$ cat src/core/pvc_pkg.sv
/*
 * constants, field layouts and carriers for the capture register bank.
 * assumes an upstream bus core that hands over one decoded access per cycle.
 */
// What this block does
// (RULE1) max-latency field reads fixed 0x28
// (RULE2) min-grant field reads fixed 0x10
// (RULE3) interrupt pin field reads fixed 0x01
// (RULE4) interrupt line byte stores and returns writes
// (RULE5) two compat enables at 0x40, shared, reset 0
// (RULE6) subsystem vendor writes need enable bit 0
// (RULE7) local window decoded by address bits 11:2
// (RULE8) any access, any byte enables, always accepted
// (RULE9) local data on lane 0, upper lanes zero
// (RULE10) registers four bytes apart, unused reserved
// (RULE11) field-based registers switch on internal field
// (RULE12) status resets zero, overflows and pll unlock sticky, rest live
// (RULE13) presence drops after 31 lines without sync
// (RULE14) horizontal lock needs 32 line run, unwritable
// (RULE15) field bit: odd 0, even 1
// (RULE16) overflow bits set, cleared by write/reset
// (RULE17) line count bit needs 32 matching fields
// (RULE18) pll unlock bit, software polls and clears
// (RULE19) fixed config fields ignore writes
package pvc_pkg;
    localparam logic [6:0]  MAX_LAT_VAL  = 7'h28;
    localparam logic [8:0]  MIN_GNT_VAL  = 9'h010;
    localparam logic [7:0]  INT_PIN_VAL  = 8'h01;

    localparam logic [11:0] CFG_SUBSYS   = 12'h020;
    localparam logic [11:0] CFG_INTLAT   = 12'h03c;
    localparam logic [11:0] CFG_DEVCTL   = 12'h040;
    localparam logic [11:0] LOC_STATUS   = 12'h000;
    localparam logic [11:0] LOC_CAPT_EV  = 12'h010;
    localparam logic [11:0] LOC_CAPT_OD  = 12'h090;

    localparam int ST_PRESENT = 7;
    localparam int ST_LOCK    = 6;
    localparam int ST_FIELD   = 5;
    localparam int ST_LINES   = 4;
    localparam int ST_PLL     = 2;
    localparam int ST_LUMA    = 1;
    localparam int ST_CHROMA  = 0;
    localparam int DC_CMP_A   = 2;
    localparam int DC_CMP_B   = 1;
    localparam int DC_SVWE    = 0;

    localparam logic [7:0]  STATUS_RST   = 8'h00;
    localparam logic [5:0]  RUN_LEN      = 6'h20;
    localparam logic [5:0]  MISS_LIMIT   = 6'h1f;

    typedef struct packed {
        logic        valid;
        logic        cfg;
        logic        write;
        logic        func;
        logic [9:0]  addr;
        logic [3:0]  be;
        logic [31:0] wdata;
    } pvc_req_t;

    typedef struct packed {
        logic line_tick;
        logic line_had_sync;
        logic line_in_window;
        logic field_end;
        logic field_is_625;
        logic field_even;
        logic pll_unlock;
        logic luma_ovf;
        logic chroma_ovf;
    } pvc_dec_t;

    function automatic logic pvc_hit(input logic [9:0] a, input logic [11:0] off);
        return a == off[11:2];
    endfunction : pvc_hit

    // run-length filter step: count events that disagree with the held state
    function automatic logic [5:0] pvc_run(input logic [5:0] cnt, input logic differs);
        return differs ? cnt + 6'h01 : 6'h00;
    endfunction : pvc_run
endpackage : pvc_pkg

$ cat src/core/pvc_vid_filter.sv
/*
 * slow status filters: video presence, horizontal lock, line standard.
 * assumes line and field strobes are one-cycle pulses on core_clk.
 */
module pvc_vid_filter (
    input  wire logic              core_clk,
    input  wire logic              nrst,
    input  wire pvc_pkg::pvc_dec_t dec,
    output logic                   present_reg,
    output logic                   hlock_reg,
    output logic                   lines625_reg
);
    logic [5:0] miss_reg;
    logic [5:0] hrun_reg;
    logic [5:0] frun_reg;
    logic [5:0] hrun_next;
    logic [5:0] frun_next;

    assign hrun_next = pvc_pkg::pvc_run(hrun_reg, dec.line_in_window != hlock_reg);
    assign frun_next = pvc_pkg::pvc_run(frun_reg, dec.field_is_625 != lines625_reg);

    always_ff @(posedge core_clk) begin
        if (!nrst) begin
            miss_reg    <= 6'h00;
            present_reg <= 1'b0;
        end else if (dec.line_tick) begin
            if (dec.line_had_sync) begin
                miss_reg    <= 6'h00;
                present_reg <= 1'b1;
            end else if (miss_reg + 6'h01 >= pvc_pkg::MISS_LIMIT) begin
                miss_reg    <= pvc_pkg::MISS_LIMIT;
                present_reg <= 1'b0; // [RULE13]
            end else begin
                miss_reg    <= miss_reg + 6'h01;
            end
        end
    end

    // status writes never reach here, so the lock bit is unwritable by design
    always_ff @(posedge core_clk) begin
        if (!nrst) begin
            hrun_reg  <= 6'h00;
            hlock_reg <= 1'b0;
        end else if (dec.line_tick) begin
            if (hrun_next == pvc_pkg::RUN_LEN) begin
                hrun_reg  <= 6'h00;
                hlock_reg <= ~hlock_reg; // [RULE14]
            end else begin
                hrun_reg  <= hrun_next;
            end
        end
    end

    always_ff @(posedge core_clk) begin
        if (!nrst) begin
            frun_reg     <= 6'h00;
            lines625_reg <= 1'b0;
        end else if (dec.field_end) begin
            if (frun_next == pvc_pkg::RUN_LEN) begin
                frun_reg     <= 6'h00;
                lines625_reg <= ~lines625_reg; // [RULE17]
            end else begin
                frun_reg     <= frun_next;
            end
        end
    end

    property p_hlock_on_line;
        @(posedge core_clk) disable iff (!nrst)
        $changed(hlock_reg) |-> $past(dec.line_tick);
    endproperty
    a_hlock_on_line: assert property (p_hlock_on_line) // [RULE14]
        else $error("lock bit moved without a line strobe");

    property p_present_set;
        @(posedge core_clk) disable iff (!nrst)
        dec.line_tick && dec.line_had_sync |=> present_reg;
    endproperty
    a_present_set: assert property (p_present_set) // [RULE13]
        else $error("presence not set after a synced line");
endmodule : pvc_vid_filter

$ cat src/core/pvc_regs.sv
/*
 * configuration fields, device control and local status/field registers.
 * assumes the bus core delivers decoded accesses on core_clk, one per pulse,
 * and decoder strobes on the same clock.
 */
module pvc_regs (
    input  wire logic              core_clk,
    input  wire logic              nrst,
    input  wire pvc_pkg::pvc_req_t req,
    input  wire pvc_pkg::pvc_dec_t dec,
    output logic                   rd_valid_reg,
    output logic [31:0]            rd_data_reg,
    output logic                   chipset_compat_a_en,
    output logic                   chipset_compat_b_en,
    output logic [7:0]             int_line_reg,
    output logic [15:0]            subsys_vendor_reg,
    output logic [15:0]            subsys_id_reg,
    output logic [7:0]             capture_ctrl_reg
);
    logic        subsys_vendor_write_en;
    logic        field_even_reg;
    logic        pll_unlocked;
    logic        luma_adc_overflow;
    logic        chroma_adc_overflow;
    logic        video_present;
    logic        horiz_lock;
    logic        line_count_625;
    logic [7:0]  capt_even_reg;
    logic [7:0]  capt_odd_reg;
    logic [7:0]  decoder_status;
    logic [31:0] rd_next;
    logic        wr_cfg;
    logic        wr_loc;
    logic        st_clr;

    assign wr_cfg = req.valid && req.write && req.cfg;
    // function 1 owns its own window elsewhere; only function 0 is held here
    assign wr_loc = req.valid && req.write && !req.cfg && !req.func;
    assign st_clr = wr_loc && req.be[0] && pvc_pkg::pvc_hit(req.addr, pvc_pkg::LOC_STATUS);

    pvc_vid_filter u_filter (
        .core_clk     (core_clk),
        .nrst         (nrst),
        .dec          (dec),
        .present_reg  (video_present),
        .hlock_reg    (horiz_lock),
        .lines625_reg (line_count_625)
    );

    always_comb begin
        decoder_status                      = pvc_pkg::STATUS_RST;
        decoder_status[pvc_pkg::ST_PRESENT] = video_present;
        decoder_status[pvc_pkg::ST_LOCK]    = horiz_lock;
        decoder_status[pvc_pkg::ST_FIELD]   = field_even_reg; // [RULE15]
        decoder_status[pvc_pkg::ST_LINES]   = line_count_625;
        decoder_status[pvc_pkg::ST_PLL]     = pll_unlocked;
        decoder_status[pvc_pkg::ST_LUMA]    = luma_adc_overflow;
        decoder_status[pvc_pkg::ST_CHROMA]  = chroma_adc_overflow;
    end

    always_ff @(posedge core_clk) begin
        if (!nrst) begin
            int_line_reg <= 8'h00;
        end else if (wr_cfg && req.be[0] && pvc_pkg::pvc_hit(req.addr, pvc_pkg::CFG_INTLAT)) begin
            int_line_reg <= req.wdata[7:0]; // [RULE4] [RULE19]
        end
    end

    // shared by both functions, so the function bit is not decoded here
    always_ff @(posedge core_clk) begin
        if (!nrst) begin
            chipset_compat_a_en    <= 1'b0;
            chipset_compat_b_en    <= 1'b0;
            subsys_vendor_write_en <= 1'b0;
        end else if (wr_cfg && req.be[0] && pvc_pkg::pvc_hit(req.addr, pvc_pkg::CFG_DEVCTL)) begin
            chipset_compat_a_en    <= req.wdata[pvc_pkg::DC_CMP_A]; // [RULE5]
            chipset_compat_b_en    <= req.wdata[pvc_pkg::DC_CMP_B]; // [RULE5]
            subsys_vendor_write_en <= req.wdata[pvc_pkg::DC_SVWE];  // [RULE6]
        end
    end

    always_ff @(posedge core_clk) begin
        if (!nrst) begin
            subsys_vendor_reg <= 16'h0000;
            subsys_id_reg     <= 16'h0000;
        end else if (wr_cfg && pvc_pkg::pvc_hit(req.addr, pvc_pkg::CFG_SUBSYS)) begin
            if (subsys_vendor_write_en && req.be[0]) begin
                subsys_vendor_reg[7:0] <= req.wdata[7:0]; // [RULE6]
            end
            if (subsys_vendor_write_en && req.be[1]) begin
                subsys_vendor_reg[15:8] <= req.wdata[15:8]; // [RULE6]
            end
            if (req.be[2]) begin
                subsys_id_reg[7:0] <= req.wdata[23:16];
            end
            if (req.be[3]) begin
                subsys_id_reg[15:8] <= req.wdata[31:24];
            end
        end
    end

    // sticky bits: a new event in the clearing cycle wins over the clear
    always_ff @(posedge core_clk) begin
        if (!nrst) begin
            luma_adc_overflow   <= 1'b0;
            chroma_adc_overflow <= 1'b0;
            pll_unlocked        <= 1'b0;
        end else begin
            luma_adc_overflow   <= dec.luma_ovf || (luma_adc_overflow && !st_clr);     // [RULE16]
            chroma_adc_overflow <= dec.chroma_ovf || (chroma_adc_overflow && !st_clr); // [RULE16]
            pll_unlocked        <= dec.pll_unlock || (pll_unlocked && !st_clr);        // [RULE18]
        end
    end

    always_ff @(posedge core_clk) begin
        if (!nrst) begin
            field_even_reg <= 1'b0;
        end else begin
            field_even_reg <= dec.field_even; // [RULE12] [RULE15]
        end
    end

    always_ff @(posedge core_clk) begin
        if (!nrst) begin
            capt_even_reg <= 8'h00;
            capt_odd_reg  <= 8'h00;
        end else if (wr_loc && req.be[0]) begin
            if (pvc_pkg::pvc_hit(req.addr, pvc_pkg::LOC_CAPT_EV)) begin
                capt_even_reg <= req.wdata[7:0]; // [RULE9]
            end
            if (pvc_pkg::pvc_hit(req.addr, pvc_pkg::LOC_CAPT_OD)) begin
                capt_odd_reg <= req.wdata[7:0]; // [RULE9]
            end
        end
    end

    always_ff @(posedge core_clk) begin
        if (!nrst) begin
            capture_ctrl_reg <= 8'h00;
        end else begin
            capture_ctrl_reg <= field_even_reg ? capt_even_reg : capt_odd_reg; // [RULE11]
        end
    end

    always_comb begin
        rd_next = 32'h0000_0000;
        if (req.cfg) begin
            if (pvc_pkg::pvc_hit(req.addr, pvc_pkg::CFG_INTLAT)) begin
                rd_next = {pvc_pkg::MAX_LAT_VAL, pvc_pkg::MIN_GNT_VAL, // [RULE1] [RULE2]
                           pvc_pkg::INT_PIN_VAL, int_line_reg};         // [RULE3] [RULE4]
            end else if (pvc_pkg::pvc_hit(req.addr, pvc_pkg::CFG_DEVCTL)) begin
                rd_next[pvc_pkg::DC_CMP_A] = chipset_compat_a_en;
                rd_next[pvc_pkg::DC_CMP_B] = chipset_compat_b_en;
                rd_next[pvc_pkg::DC_SVWE]  = subsys_vendor_write_en;
            end else if (pvc_pkg::pvc_hit(req.addr, pvc_pkg::CFG_SUBSYS)) begin
                rd_next = {subsys_id_reg, subsys_vendor_reg};
            end
        end else if (!req.func) begin
            // lanes 3..1 stay zero; unused words read zero as a safe choice
            if (pvc_pkg::pvc_hit(req.addr, pvc_pkg::LOC_STATUS)) begin // [RULE7] [RULE10]
                rd_next[7:0] = decoder_status; // [RULE9] [RULE12]
            end else if (pvc_pkg::pvc_hit(req.addr, pvc_pkg::LOC_CAPT_EV)) begin
                rd_next[7:0] = capt_even_reg;
            end else if (pvc_pkg::pvc_hit(req.addr, pvc_pkg::LOC_CAPT_OD)) begin
                rd_next[7:0] = capt_odd_reg;
            end
        end
    end

    always_ff @(posedge core_clk) begin
        if (!nrst) begin
            rd_valid_reg <= 1'b0;
            rd_data_reg  <= 32'h0000_0000;
        end else begin
            rd_valid_reg <= req.valid && !req.write; // [RULE8]
            rd_data_reg  <= (req.valid && !req.write) ? rd_next : 32'h0000_0000;
        end
    end

    property p_max_lat;
        @(posedge core_clk) disable iff (!nrst)
        req.valid && !req.write && req.cfg && pvc_pkg::pvc_hit(req.addr, pvc_pkg::CFG_INTLAT)
        |=> rd_valid_reg && rd_data_reg[31:25] == 7'h28;
    endproperty
    a_max_lat: assert property (p_max_lat) // [RULE1]
        else $error("max latency field wrong");

    property p_min_gnt;
        @(posedge core_clk) disable iff (!nrst)
        req.valid && !req.write && req.cfg && pvc_pkg::pvc_hit(req.addr, pvc_pkg::CFG_INTLAT)
        |=> rd_data_reg[24:16] == 9'h010 && rd_data_reg[15:8] == 8'h01;
    endproperty
    a_min_gnt: assert property (p_min_gnt) // [RULE2]
        else $error("min grant or pin field wrong");

    property p_int_line;
        @(posedge core_clk) disable iff (!nrst)
        wr_cfg && req.be[0] && pvc_pkg::pvc_hit(req.addr, pvc_pkg::CFG_INTLAT)
        |=> int_line_reg == $past(req.wdata[7:0]);
    endproperty
    a_int_line: assert property (p_int_line) // [RULE4]
        else $error("interrupt line not stored");

    property p_devctl;
        @(posedge core_clk) disable iff (!nrst)
        wr_cfg && req.be[0] && pvc_pkg::pvc_hit(req.addr, pvc_pkg::CFG_DEVCTL)
        |=> chipset_compat_a_en == $past(req.wdata[2])
            && chipset_compat_b_en == $past(req.wdata[1]);
    endproperty
    a_devctl: assert property (p_devctl) // [RULE5]
        else $error("compat enables not stored");

    property p_svid_gate;
        @(posedge core_clk) disable iff (!nrst)
        !subsys_vendor_write_en |=> $stable(subsys_vendor_reg);
    endproperty
    a_svid_gate: assert property (p_svid_gate) // [RULE6]
        else $error("vendor id written while disabled");

    property p_read_ans;
        @(posedge core_clk) disable iff (!nrst)
        req.valid && !req.write |=> rd_valid_reg ##1 !rd_valid_reg || $past(req.valid);
    endproperty
    a_read_ans: assert property (p_read_ans) // [RULE8]
        else $error("read not answered in one cycle");

    property p_lane0;
        @(posedge core_clk) disable iff (!nrst)
        req.valid && !req.write && !req.cfg |=> rd_data_reg[31:8] == 24'h000000;
    endproperty
    a_lane0: assert property (p_lane0) // [RULE9]
        else $error("upper lanes not zero on local read");

    property p_field_sel;
        @(posedge core_clk) disable iff (!nrst)
        field_even_reg && $stable(capt_even_reg) |=> capture_ctrl_reg == $past(capt_even_reg);
    endproperty
    a_field_sel: assert property (p_field_sel) // [RULE11]
        else $error("even field value not selected");

    property p_ovf_sticky;
        @(posedge core_clk) disable iff (!nrst)
        dec.luma_ovf ##1 !st_clr |=> luma_adc_overflow;
    endproperty
    a_ovf_sticky: assert property (p_ovf_sticky) // [RULE16]
        else $error("luma overflow flag lost");

    property p_ovf_hold;
        @(posedge core_clk) disable iff (!nrst)
        !dec.chroma_ovf && !st_clr |=> chroma_adc_overflow == $past(chroma_adc_overflow);
    endproperty
    a_ovf_hold: assert property (p_ovf_hold) // [RULE12]
        else $error("chroma overflow changed without cause");
endmodule : pvc_regs

$ cat config.mk
export PLATFORM = sky130hd
export DESIGN_NAME = pvc_regs
export DESIGN_NICKNAME = d
export VERILOG_FILES = /design/src/core/pvc_pkg.sv /design/src/core/pvc_vid_filter.sv /design/src/core/pvc_regs.sv
export SDC_FILE = /design/constraint.sdc
export NUM_CORES = 1
export LEC_CHECK = 0
export ABC_CLOCK_PERIOD_IN_PS = 2350
export BUFFER_PORTS_ARGS = -buffer_cell sky130_fd_sc_hd__clkbuf_2
export CAP_MARGIN = 20
export CORE_MARGIN = 1.5
export CORE_UTILIZATION = 44
export DETAILED_ROUTE_END_ITERATION = 7
export GPL_ROUTABILITY_DRIVEN = 0
export MAX_ROUTING_LAYER = met4
export PLACE_DENSITY = 0.8
export SETUP_SLACK_MARGIN = 0.05
export SYNTH_ARGS = -nofsm -noshare
export SYNTH_HDL_FRONTEND = slang
export SYNTH_SLANG_ARGS = --single-unit
$ cat constraint.sdc
create_clock -name core_clk -period 2.35 [get_ports core_clk]
set_input_delay 0.1175 -clock core_clk [delete_from_list [all_inputs] [get_ports core_clk]]
set_output_delay 0.1175 -clock core_clk [all_outputs]
set_load 0.01 [all_outputs]
* Yosys cells after proc, flatten, opt, wreduce, memory -nomap -nowiden
Index checks and enable logic that the tools add are counted.
** Word-level totals
- Bits in registers :: 125
- Bits of input ports :: 61
- Logic and storage cells :: 99
** Operators by class
- Eq/ne operators :: 9
- Order comparisons :: 1
- $add $sub $neg :: 3
- Bitwise logic cells :: 6
- Reduce and logical (&&, ||, !) cells :: 37
- Muxes and demuxes :: 18
** Operator list (count)
- 2-to-1 mux 31 bit :: 2
- 2-to-1 mux 8 bit :: 6
- 2-to-1 mux 6 bit :: 6
- 2-to-1 mux 28 bit :: 1
- equality test 10 x 4 -> 1 bit (second input constant) :: 2
- AND reduction 2 bit :: 10
- adder 6 x 1 -> 6 bit (second input constant) :: 3
- logical AND 1 bit :: 16
- equality test 6 bit (second input constant) :: 2
- equality test 10 x 3 -> 1 bit (second input constant) :: 1
- equality test 10 x 5 -> 1 bit (second input constant) :: 1
- equality test 10 x 6 -> 1 bit (second input constant) :: 1
- zero test 10 bit :: 1
- greater-or-equal comparator 6 x 5 -> 1 bit (second input constant) :: 1
- inverter 1 bit :: 6
- OR reduction 6 bit :: 1
- zero test 1 bit :: 4
- logical OR 1 bit :: 3
- 2-to-1 mux 3 bit :: 1
- AND reduction 3 bit :: 1
- 2-to-1 mux 1 bit :: 2
- inequality test 1 bit :: 2
- nonzero test 2 bit :: 1

* Depth between registers and ports, before layout
Gate-level depths: netlist (run 1).
- Depth in word-level cells :: 8
- Mapped depth :: 7
- Depth with buffers taken out :: 6

* By module
Synthesis (run 1) repeated with hierarchy kept, for this count alone.
** Unflattened totals
- Cell total of the unflattened synthesis :: 565
- Area, all modules :: 5260.0 um^2
** Modules (own cells, without submodules)
- pvc_regs :: cells an instance 428, area each 4061.4 um^2, instances 1
- pvc_vid_filter :: cells an instance 137, area each 1198.6 um^2, instances 1

* Worst setup path before layout (run 1)
No wires, ideal clock.
- Path kind :: register -> register
- Start :: register u_filter.frun_reg[1]
- End :: register u_filter.lines625_reg
- Stages on the path, launching flop included :: 7
- Slack :: 0.632 ns
- Period minus slack after synthesis :: 1.718 ns
- Arrival :: 1.648 ns
- Path buffers :: 0
- Setup time :: 0.070 ns
- Cells stage by stage :: dfxtp_1 > ha_1 > and3_1 > xnor2_1 > a41oi_1 > or4_1 > a21oi_1
** Between the ends
- Word-level cells in the longest chain between the ends :: 4
** Ends and longest elaborated chain
- start: declaration :: line pvc_vid_filter.sv:15 : logic [5:0] frun_reg;
- start signal: assignment :: line pvc_vid_filter.sv:63 : frun_reg <= frun_next;
- adder 6 x 1 -> 6 bit :: line pvc_pkg.sv:80 : return differs ? cnt + 6'h01 : 6'h00;
- 2-to-1 mux 6 bit :: line pvc_pkg.sv:80
- equality test 6 bit :: line pvc_vid_filter.sv:59 : if (frun_next == pvc_pkg::RUN_LEN) begin
- AND reduction 2 bit (no source line)
- end signal: assignment :: line pvc_vid_filter.sv:61 : lines625_reg <= ~lines625_reg;
- end: declaration :: line pvc_vid_filter.sv:11 : output logic lines625_reg
No other way between the ends.
A chain may end at the register's enable or synchronous reset.

* Worst setup path after layout (run 1)
Same ends and word-level chain as after synthesis.

==> run summary, run 1 <==
RUN STATUS
--------------------------------------------------------------------------------------
Run status                                                                finished, final reports clean

LAYOUT
--------------------------------------------------------------------------------------
Non-filler instance count after layout                                             873
Fill cell count                                                                    897
Share of the core filled with cells in the final layout                          61.4%
Net count, final                                                                   785
Share of cells above drive strength 1                                            26.9%
Max reg flops                                                                       32
Synthesis-to-layout area growth                                                  34.6%
Antenna cell count                                                                   0

DETAILED ROUTING
--------------------------------------------------------------------------------------
Iter 0 DRT Violations                                                              321
Total vias in the final route                                                     4644
Routed length per instance                                                     15.9 µm
DRC errors left                                                                      0
Post-Route WL                                                                 13900 µm
Remaining number of nets flagged by the antenna check after routing                  0
Number of detailed-routing iterations run before antenna repair                      5
Via density per instance                                                          5.32

SYNTHESIS
--------------------------------------------------------------------------------------
Ys flop type                                                              sky130_fd_sc_hd__dfxtp_1
Synthesized Nets                                                                   607
Synthesis-stage register bit count                                                 125
Post-synth top cells                                                      sky130_fd_sc_hd__dfxtp_1, sky130_fd_sc_hd__nand2_1, sky130_fd_sc_hd__nor2_1
Most used standard cell by instance count after synthesis                 sky130_fd_sc_hd__dfxtp_1
Netlist Area Pre-Place                                                        4990 µm²
Proportion of synthesized flip-flops having asynchronous set or reset               0%
Share of the synthesized area in the top cell type                               50.1%
Post-synthesis instance total                                                      542
Distinct cells, synth                                                               55
Post-synth EDFFs                                                                     0
Top cells by area, synth                                                  sky130_fd_sc_hd__dfxtp_1, sky130_fd_sc_hd__mux2i_1, sky130_fd_sc_hd__nand2_1
Average size of a mapped cell                                                 9.21 µm²
Dominant cell type by area after synthesis                                sky130_fd_sc_hd__dfxtp_1
Share of synthesized area occupied by flip-flops and latches                     50.1%
Yosys warning total                                                                  0

CLOCK NETWORK
--------------------------------------------------------------------------------------
H-tree depth                                                                         4
Clock latency on the worst-skew pair                                           0.41 ns
TritonCTS clock tree                                                               yes
Resized cells post-CTS                                                               0
Clock slew at the register clock pins of the worst setup and hold paths        0.05 ns
Clock sink count                                                                   125
Library cell used as clock root buffer                                    sky130_fd_sc_hd__clkbuf_16
Clock buffers created by TritonCTS                                                  17
Clk buf depth                                                                        2

PLACE
--------------------------------------------------------------------------------------
Final HPWL DP                                                                  9800 µm
Number of port buffers                                                             143
Placed Cells incl. Taps                                                            807
Worst setup slack after placement                                             0.433 ns

TIMING
--------------------------------------------------------------------------------------
Unrepaired setup endpoints after global routing                                  false
Layout Skew                                                                 0.00629 ns
Pin slew with the least headroom to its limit                                 0.642 ns
Final count of negative-setup-slack endpoints                                        0
Setup_tns                                                                         0 ns
Final Hold Vio Count                                                                 0
Relative slew margins                                                            57.1%
Hold WS                                                                      0.0207 ns
Worst-case setup margin in the final layout                                   0.431 ns
Top achievable clock speed                                                     521 MHz
Share of the clock period used by the worst path after layout                    81.7%
Min cycle time layout                                                          1.92 ns
Final number of max-transition violations                                            0

DIE
--------------------------------------------------------------------------------------
Width of the die                                                                110 µm
Core region area                                                             10900 µm²
Starting density of the core                                                     45.7%
Die Outline Area                                                             12000 µm²
Io pins                                                                            144
Number of core rows                                                                 38
Die height                                                                      110 µm

GLOBAL ROUTE
--------------------------------------------------------------------------------------
Overflow left after global routing                                                   0
Number of antenna violations at the first check in global routing                    0
Wire length of the first global-routing pass                                  21500 µm
Largest net degree at the start of global routing                                   37
Total routing usage reported by global routing                                   24.4%
Vias in the first global route                                                    4446

POWER AND IR DROP
--------------------------------------------------------------------------------------
Power density over cell area                                                735 nW/µm²
Leakage power total                                                            2.81 nW
Worst IR drop on VDD                                                        0.000574 V

SETUP PATH
--------------------------------------------------------------------------------------
Startpoint of the most critical setup path                                u_filter.frun_reg[1]
Reg2reg setup slack                                                            0.43 ns
Crit-path leading delay family                                            simple AND/OR/NAND/NOR gates
Worst r2r dst                                                             u_filter.lines625_reg
Cell depth of the worst flop-to-flop path                                            6
Worst path depth                                                                     6
Chain of cells forming the critical path                                  ha_1 -> and3_1 -> xnor2_1 -> a41oi_1 -> or4_1 -> a21oi_1
Setup Crit Path Kind                                                        reg -> reg
Data required time at the worst endpoint                                       2.69 ns
Beginning of the worst register-to-register path                          u_filter.frun_reg[1]
Stage delay of the slowest cell on the critical path                           0.53 ns
Critical Path AT                                                               2.26 ns
End of the critical path                                                  u_filter.lines625_reg
Worst Path Buf+Inv                                                                   0
Element type at the critical path start                                      flip-flop
Cell at the slowest stage of the critical path                            sky130_fd_sc_hd__or4_1
Largest fanout of any net on the critical path                                       5
Type of destination of the critical path                                     flip-flop

JOB
--------------------------------------------------------------------------------------
Max Cap Viol                                                                         0

WORST HOLD PATH
--------------------------------------------------------------------------------------
Hold Crit Class                                                              in -> reg

## tightest hold or removal path: cells and delay by family
| family | cells | cell delay, ns |
|---|---|---|
| and+or+nand+nor | 1 | 0.07 |
| buffers and inverters | 1 | 0.13 |
| AOI/OAI and AO/OA | 1 | 0.06 |
## per-stage QoR
step,power [mW],cell area (µm²)
2_1_floorplan,2.27,4990
3_3_place_gp,2.36,5790
3_5_place_dp,2.37,5790
4_1_cts,4.97,6720
5_1_grt,5.11,6720
6_report,4.94,6720
## worst min path at each step
stage                 from                   end  slack, ns  cells after the start
finish              req[2]  subsys_vendor_reg[2]       0.02                      3
global route        req[2]  subsys_vendor_reg[2]       0.04                      3
CTS                 req[2]  subsys_vendor_reg[2]       0.01                      3
detailed placement  dec[3]        field_even_reg       0.33                      2
global placement    dec[3]        field_even_reg       0.33                      2
floorplan           dec[0]   chroma_adc_overflow       0.23                      2
## timing repair
action / 4_1_cts / 5_1_grt
buffers inserted: 0 / 0
hold buffers: 34 / 0
hold endpoints to repair: 36 / 0
## kinds of logic after synthesis
kind of cell	after synthesis	share of synthesized area [%]
AO/OA/AOI/OAI	102	12.6
buffers and inverters	30	3.16
AND/OR/NAND/NOR	229	22.8
XOR/XNOR	8	1.40
multiplexers	44	8.95
adder cells (fa/ha/maj)	4	1.00
flip-flops	125	50.1
## cell usage in the layout, fill, tap and decap left out, types with 4 or more instances in the layout
| cell type | instances |
|---|---|
| sky130_fd_sc_hd__clkbuf_2 | 143 |
| sky130_fd_sc_hd__dfxtp_1 | 125 |
| sky130_fd_sc_hd__nand2_1 | 82 |
| sky130_fd_sc_hd__nor2_1 | 64 |
| sky130_fd_sc_hd__a21oi_1 | 54 |
| sky130_fd_sc_hd__mux2i_1 | 39 |
| sky130_fd_sc_hd__dlygate4sd3_1 | 34 |
| sky130_fd_sc_hd__and2_1 | 23 |
| sky130_fd_sc_hd__clkbuf_16 | 17 |
| sky130_fd_sc_hd__o21ai_0 | 13 |
| sky130_fd_sc_hd__and3_1 | 11 |
| sky130_fd_sc_hd__nor3_1 | 7 |
| sky130_fd_sc_hd__inv_1 | 6 |
| sky130_fd_sc_hd__nor3b_1 | 6 |
| sky130_fd_sc_hd__nand3_1 | 6 |
| sky130_fd_sc_hd__xnor2_1 | 5 |
| sky130_fd_sc_hd__mux2_2 | 5 |
| sky130_fd_sc_hd__a221o_1 | 5 |
| sky130_fd_sc_hd__buf_4 | 5 |
| sky130_fd_sc_hd__nand2b_1 | 4 |
| sky130_fd_sc_hd__a21o_1 | 4 |
| sky130_fd_sc_hd__a22oi_1 | 4 |
| sky130_fd_sc_hd__ha_1 | 4 |
| sky130_fd_sc_hd__clkinvlp_4 | 4 |
## per-layer routing
layer / share of wire (%) / GRT usage [%]
met2: 49 / 39.6
met5: 0 / -
met3: 8.7 / 8.48
met4: 1.3 / 8.91
met1: 41 / 27.7
## power by group
| part | internal [mW] | total (mW) | switching (mW) |
|---|---|---|---|
| Combinational | 0.108 | 0.228 | 0.120 |
| Sequential | 2.13 | 2.14 | 0.0131 |
| Clock | 1.64 | 2.56 | 0.927 |
## layout make-up
type / count / area (µm²) / share of cell area, %
clock inverter: 10 / 114 / 1.69
sequential: 125 / 2500 / 37.3
multi-input combinational: 387 / 2330 / 34.7
timing repair buffer: 182 / 1090 / 16.3
inverter: 7 / 26.3 / 0.391
clock buffer: 22 / 474 / 7.06
tap: 140 / 175 / 2.61
(Power assumes the default switching activity.)
==> inputs of run 2 (changes only) <==
--- a/config.mk
+++ b/config.mk
@@ -5,7 +5,8 @@
 export SDC_FILE = /design/constraint.sdc
 export NUM_CORES = 1
 export LEC_CHECK = 0
-export ABC_CLOCK_PERIOD_IN_PS = 2350
+export ABC_AREA = 1
+export ABC_CLOCK_PERIOD_IN_PS = 1600
 export BUFFER_PORTS_ARGS = -buffer_cell sky130_fd_sc_hd__clkbuf_2
 export CAP_MARGIN = 20
 export CORE_MARGIN = 1.5
@@ -13,7 +14,7 @@
 export DETAILED_ROUTE_END_ITERATION = 7
 export GPL_ROUTABILITY_DRIVEN = 0
 export MAX_ROUTING_LAYER = met4
-export PLACE_DENSITY = 0.8
+export PLACE_DENSITY = 0.83
 export SETUP_SLACK_MARGIN = 0.05
 export SYNTH_ARGS = -nofsm -noshare
 export SYNTH_HDL_FRONTEND = slang
==> constraint.sdc (replaced) <==
create_clock -name core_clk -period 1.6 [get_ports core_clk]
set_input_delay 0.08 -clock core_clk [delete_from_list [all_inputs] [get_ports core_clk]]
set_output_delay 0.08 -clock core_clk [all_outputs]
set_load 0.01 [all_outputs]
==> run 2 against run 1 <==
  * Critical path depth up 2
  * Core utilization up 0.51 points
  * Via count up 13%
  * Register-to-register slack got worse by 0.28 ns
  * Clock skew is essentially flat
  * Power is 51% higher
  * Synthesized area increased by 2.9%
  * Critical path type is now in -> reg
  * Largest cell class unchanged
  * Final area increased by 5.3%
  * Sequential share of layout area decreased by 1.8 points
  * Die area up 2.8%
  * Synthesized cell count is 24% higher
  * Combinational power rose by 91%
==> run summary, run 2 <==
DETAILED ROUTING
--------------------------------------------------------------------------------------
Iter 0 DRT Violations                                                              561
Post-Route WL                                                                 14800 µm
Total vias in the final route                                                     5238
DRC errors left                                                                      0
Routed length per instance                                                     14.5 µm
Remaining number of nets flagged by the antenna check after routing                  0
Via density per instance                                                          5.12
Number of detailed-routing iterations run before antenna repair                      5

POWER AND IR DROP
--------------------------------------------------------------------------------------
Power density over cell area                                               1050 nW/µm²
Total power after layout                                                       7.46 mW
Fraction of power spent switching nets                                           22.7%
Worst IR drop on VDD                                                        0.000947 V
Switching power                                                                1.69 mW
Reg power frac                                                                   42.7%
Leakage power total                                                            3.11 nW
Combinational Power Share                                                         5.8%
Internal Power                                                                 5.77 mW
Clock power frac                                                                 51.5%

LAYOUT
--------------------------------------------------------------------------------------
Synthesis-to-layout area growth                                                  37.7%
Non-filler instance count after layout                                            1024
Antenna cell count                                                                   0
Fill cell count                                                                    966
Most used cells in the layout excluding fill and tap cells                sky130_fd_sc_hd__clkbuf_2, sky130_fd_sc_hd__dfxtp_1, sky130_fd_sc_hd__o21ai_0
Share of cells above drive strength 1                                            25.4%
Most common cell after layout, fill and taps aside                        sky130_fd_sc_hd__clkbuf_2
Max reg flops                                                                       32
Final design area excluding fillers                                           7070 µm²
Net count, final                                                                   933

SYNTHESIS
--------------------------------------------------------------------------------------
Synth Area in Compound Gates                                                     18.8%
Top cells by area, synth                                                  sky130_fd_sc_hd__dfxtp_1, sky130_fd_sc_hd__o21ai_0, sky130_fd_sc_hd__a21oi_1
Post-synth EDFFs                                                                     0
Synth Area in Simple Gates                                                       21.0%
Post-synth top cells                                                      sky130_fd_sc_hd__dfxtp_1, sky130_fd_sc_hd__o21ai_0, sky130_fd_sc_hd__nand2_1
Adder and majority cell fraction of the synthesized area                        0.975%
Post-synthesis mux area share                                                       0%
Combinational family with the most area after synthesis                   simple AND/OR/NAND/NOR gates
Share of the synthesized area in the top cell type                               48.7%
Synthesis-stage register bit count                                                 125
Average size of a mapped cell                                                 7.64 µm²
Dominant cell type by area after synthesis                                sky130_fd_sc_hd__dfxtp_1
Proportion of synthesized flip-flops having asynchronous set or reset               0%
Xor and xnor fraction of the mapped netlist area                                0.853%
Synthesized Nets                                                                   737
Distinct cells, synth                                                               30
Yosys warning total                                                                  0
Most used standard cell by instance count after synthesis                 sky130_fd_sc_hd__dfxtp_1
Post-synthesis instance total                                                      672
Netlist Area Pre-Place                                                        5130 µm²
Share of synthesized area occupied by flip-flops and latches                     48.7%
Ys flop type                                                              sky130_fd_sc_hd__dfxtp_1

GLOBAL ROUTE
--------------------------------------------------------------------------------------
Total routing usage reported by global routing                                   24.9%
Number of antenna violations at the first check in global routing                    0
Vias in the first global route                                                    4906
Largest net degree at the start of global routing                                   80
Overflow left after global routing                                                   0
Wire length of the first global-routing pass                                  23600 µm

SETUP PATH
--------------------------------------------------------------------------------------
Type of destination of the critical path                                     flip-flop
Worst Path Buf+Inv                                                                   4
Startpoint of the most critical setup path                                     req[48]
Beginning of the worst register-to-register path                          u_filter.hrun_reg[1]
Setup Crit Path Kind                                                         in -> reg
End of the critical path                                                  subsys_vendor_reg[15]
Data required time at the worst endpoint                                       1.90 ns
Reg2reg setup slack                                                            0.15 ns
Worst r2r dst                                                             u_filter.hrun_reg[5]
Chain of cells forming the critical path                                  dlygate4sd3_1 -> clkbuf_2 -> inv_1 -> nor2_4 -> nand4_2 -> buf_4 -> o21ai_0 -> a21oi_1
Largest fanout of any net on the critical path                                      16
Cell at the slowest stage of the critical path                            sky130_fd_sc_hd__dlygate4sd3_1
Crit-path leading delay family                                            buffers and inverters
Element type at the critical path start                                      input pin
Cell depth of the worst flop-to-flop path                                            6
Worst path depth                                                                     8
Stage delay of the slowest cell on the critical path                           0.53 ns
Critical Path AT                                                               1.77 ns

DIE
--------------------------------------------------------------------------------------
Starting density of the core                                                     45.0%
Number of core rows                                                                 39
Die Outline Area                                                             12300 µm²
Core region area                                                             11400 µm²
Width of the die                                                                111 µm
Die height                                                                      111 µm
Io pins                                                                            144

WORST HOLD PATH
--------------------------------------------------------------------------------------
Hold Crit Class                                                              in -> reg

TIMING
--------------------------------------------------------------------------------------
Min cycle time layout                                                          1.47 ns
Final number of max-transition violations                                            0
Top achievable clock speed                                                     682 MHz
Final count of negative-setup-slack endpoints                                        0
Relative slew margins                                                            63.3%
Share of the clock period used by the worst path after layout                    91.6%
Final Hold Vio Count                                                                 0
Pin slew with the least headroom to its limit                                 0.550 ns
Layout Skew                                                                 0.00678 ns
Unrepaired setup endpoints after global routing                                   true
Setup_tns                                                                         0 ns
Hold WS                                                                      0.0440 ns

PLACE
--------------------------------------------------------------------------------------
Placed Cells incl. Taps                                                            952
Final HPWL DP                                                                  9680 µm
Standard cell area after detailed placement                                   6030 µm²
Number of port buffers                                                             143

CLOCK NETWORK
--------------------------------------------------------------------------------------
H-tree depth                                                                         4
Clock slew at the register clock pins of the worst setup and hold paths        0.06 ns
Clock latency on the worst-skew pair                                           0.42 ns
TritonCTS clock tree                                                               yes
Clock sink count                                                                   125
Clock buffers created by TritonCTS                                                  17
Clk buf depth                                                                        2
Library cell used as clock root buffer                                    sky130_fd_sc_hd__clkbuf_16

JOB
--------------------------------------------------------------------------------------
Max Cap Viol                                                                         0

RUN STATUS
--------------------------------------------------------------------------------------
Run status                                                                finished, final reports clean

-- run 2: cell count changes in the layout (fill, tap and decap cells not counted), moves of 13 or more --
cell                      previous run  this run
sky130_fd_sc_hd__mux2i_1            39         0
sky130_fd_sc_hd__nand2_1            82        95
sky130_fd_sc_hd__o21ai_0            13        97
sky130_fd_sc_hd__inv_1               6        90
sky130_fd_sc_hd__buf_4               5        18
sky130_fd_sc_hd__a21oi_1            54        84
sky130_fd_sc_hd__and2_1             23         0
sky130_fd_sc_hd__nand3_1             6        37
-- run 2: worst min path at each step --
stage / end / cells after the start / slack (ns) / start
floorplan: field_even_reg / 2 / 0.18 / dec[3]
global placement: field_even_reg / 3 / 0.27 / dec[3]
detailed placement: field_even_reg / 3 / 0.27 / dec[3]
CTS: u_filter.miss_reg[5] / 3 / 0.03 / dec[8]
global route: u_filter.miss_reg[5] / 3 / 0.06 / dec[8]
finish: u_filter.miss_reg[5] / 3 / 0.04 / dec[8]
-- run 2: kinds of logic (layout without fill, tap and decap cells) --
logic type | after synthesis | count (layout)
adder cells (fa/ha/maj) | 4 | 4
buffers and inverters | 117 | 326
XOR/XNOR | 5 | 5
AND/OR/NAND/NOR | 232 | 232
flip-flops | 125 | 125
AO/OA/AOI/OAI | 189 | 189
-- run 2: layout make-up --
cell class                      count  area (µm²)  share of cell area (%)
Clock inverter                     12         136                    1.93
Clock buffer                       20         467                    6.60
Sequential cell                   125        2500                    35.4
Timing Repair Buffer              200        1250                    17.7
Multi-Input combinational cell    430        2180                    30.9
Inverter                           94         353                    4.99
Tap cell                          143         179                    2.53
-- run 2: what timing repair did --
action,4_1_cts,5_1_grt
gates resized for setup,0,10
endpoints found under the hold margin,41,0
setup buffers,0,2
hold buffers,38,0
endpoints found under the setup margin,0,45
-- run 2: power by group through the flow --
stage | Sequential, mW | Combinational, mW | Clock (mW)
6_report | 3.18 | 0.436 | 3.84
5_1_grt | 3.19 | 0.481 | 4.02
4_1_cts | 3.18 | 0.424 | 3.87
3_5_place_dp | 3.25 | 0.344 | 0
3_3_place_gp | 3.25 | 0.340 | 0
2_1_floorplan | 3.24 | 0.180 | 0
-- run 2: tightest hold or removal path: cells and delay by family --
family | cells | cell delay [ns]
buf+inv | 2 | 0.26
simple gates | 1 | 0.07
-- run 2: routing by layer --
metal | GRT usage [%] | up-vias | part of all wire [%]
li1 | - | 2585 | -
met1 | 27.8 | 2368 | 41
met2 | 41.8 | 245 | 50
met3 | 6.01 | 40 | 6.6
met4 | 12.0 | 0 | 3.2
met5 | - | - | 0
-- run 2: stage by stage --
step | util [%] | setup slack [ns]
finish | 61.9 | 0.134
CTS | 61.4 | 0.0913
global route | 61.9 | 0.0178
global placement | 52.8 | 0.162
detailed placement | 52.8 | 0.125
floorplan | - | 0.259
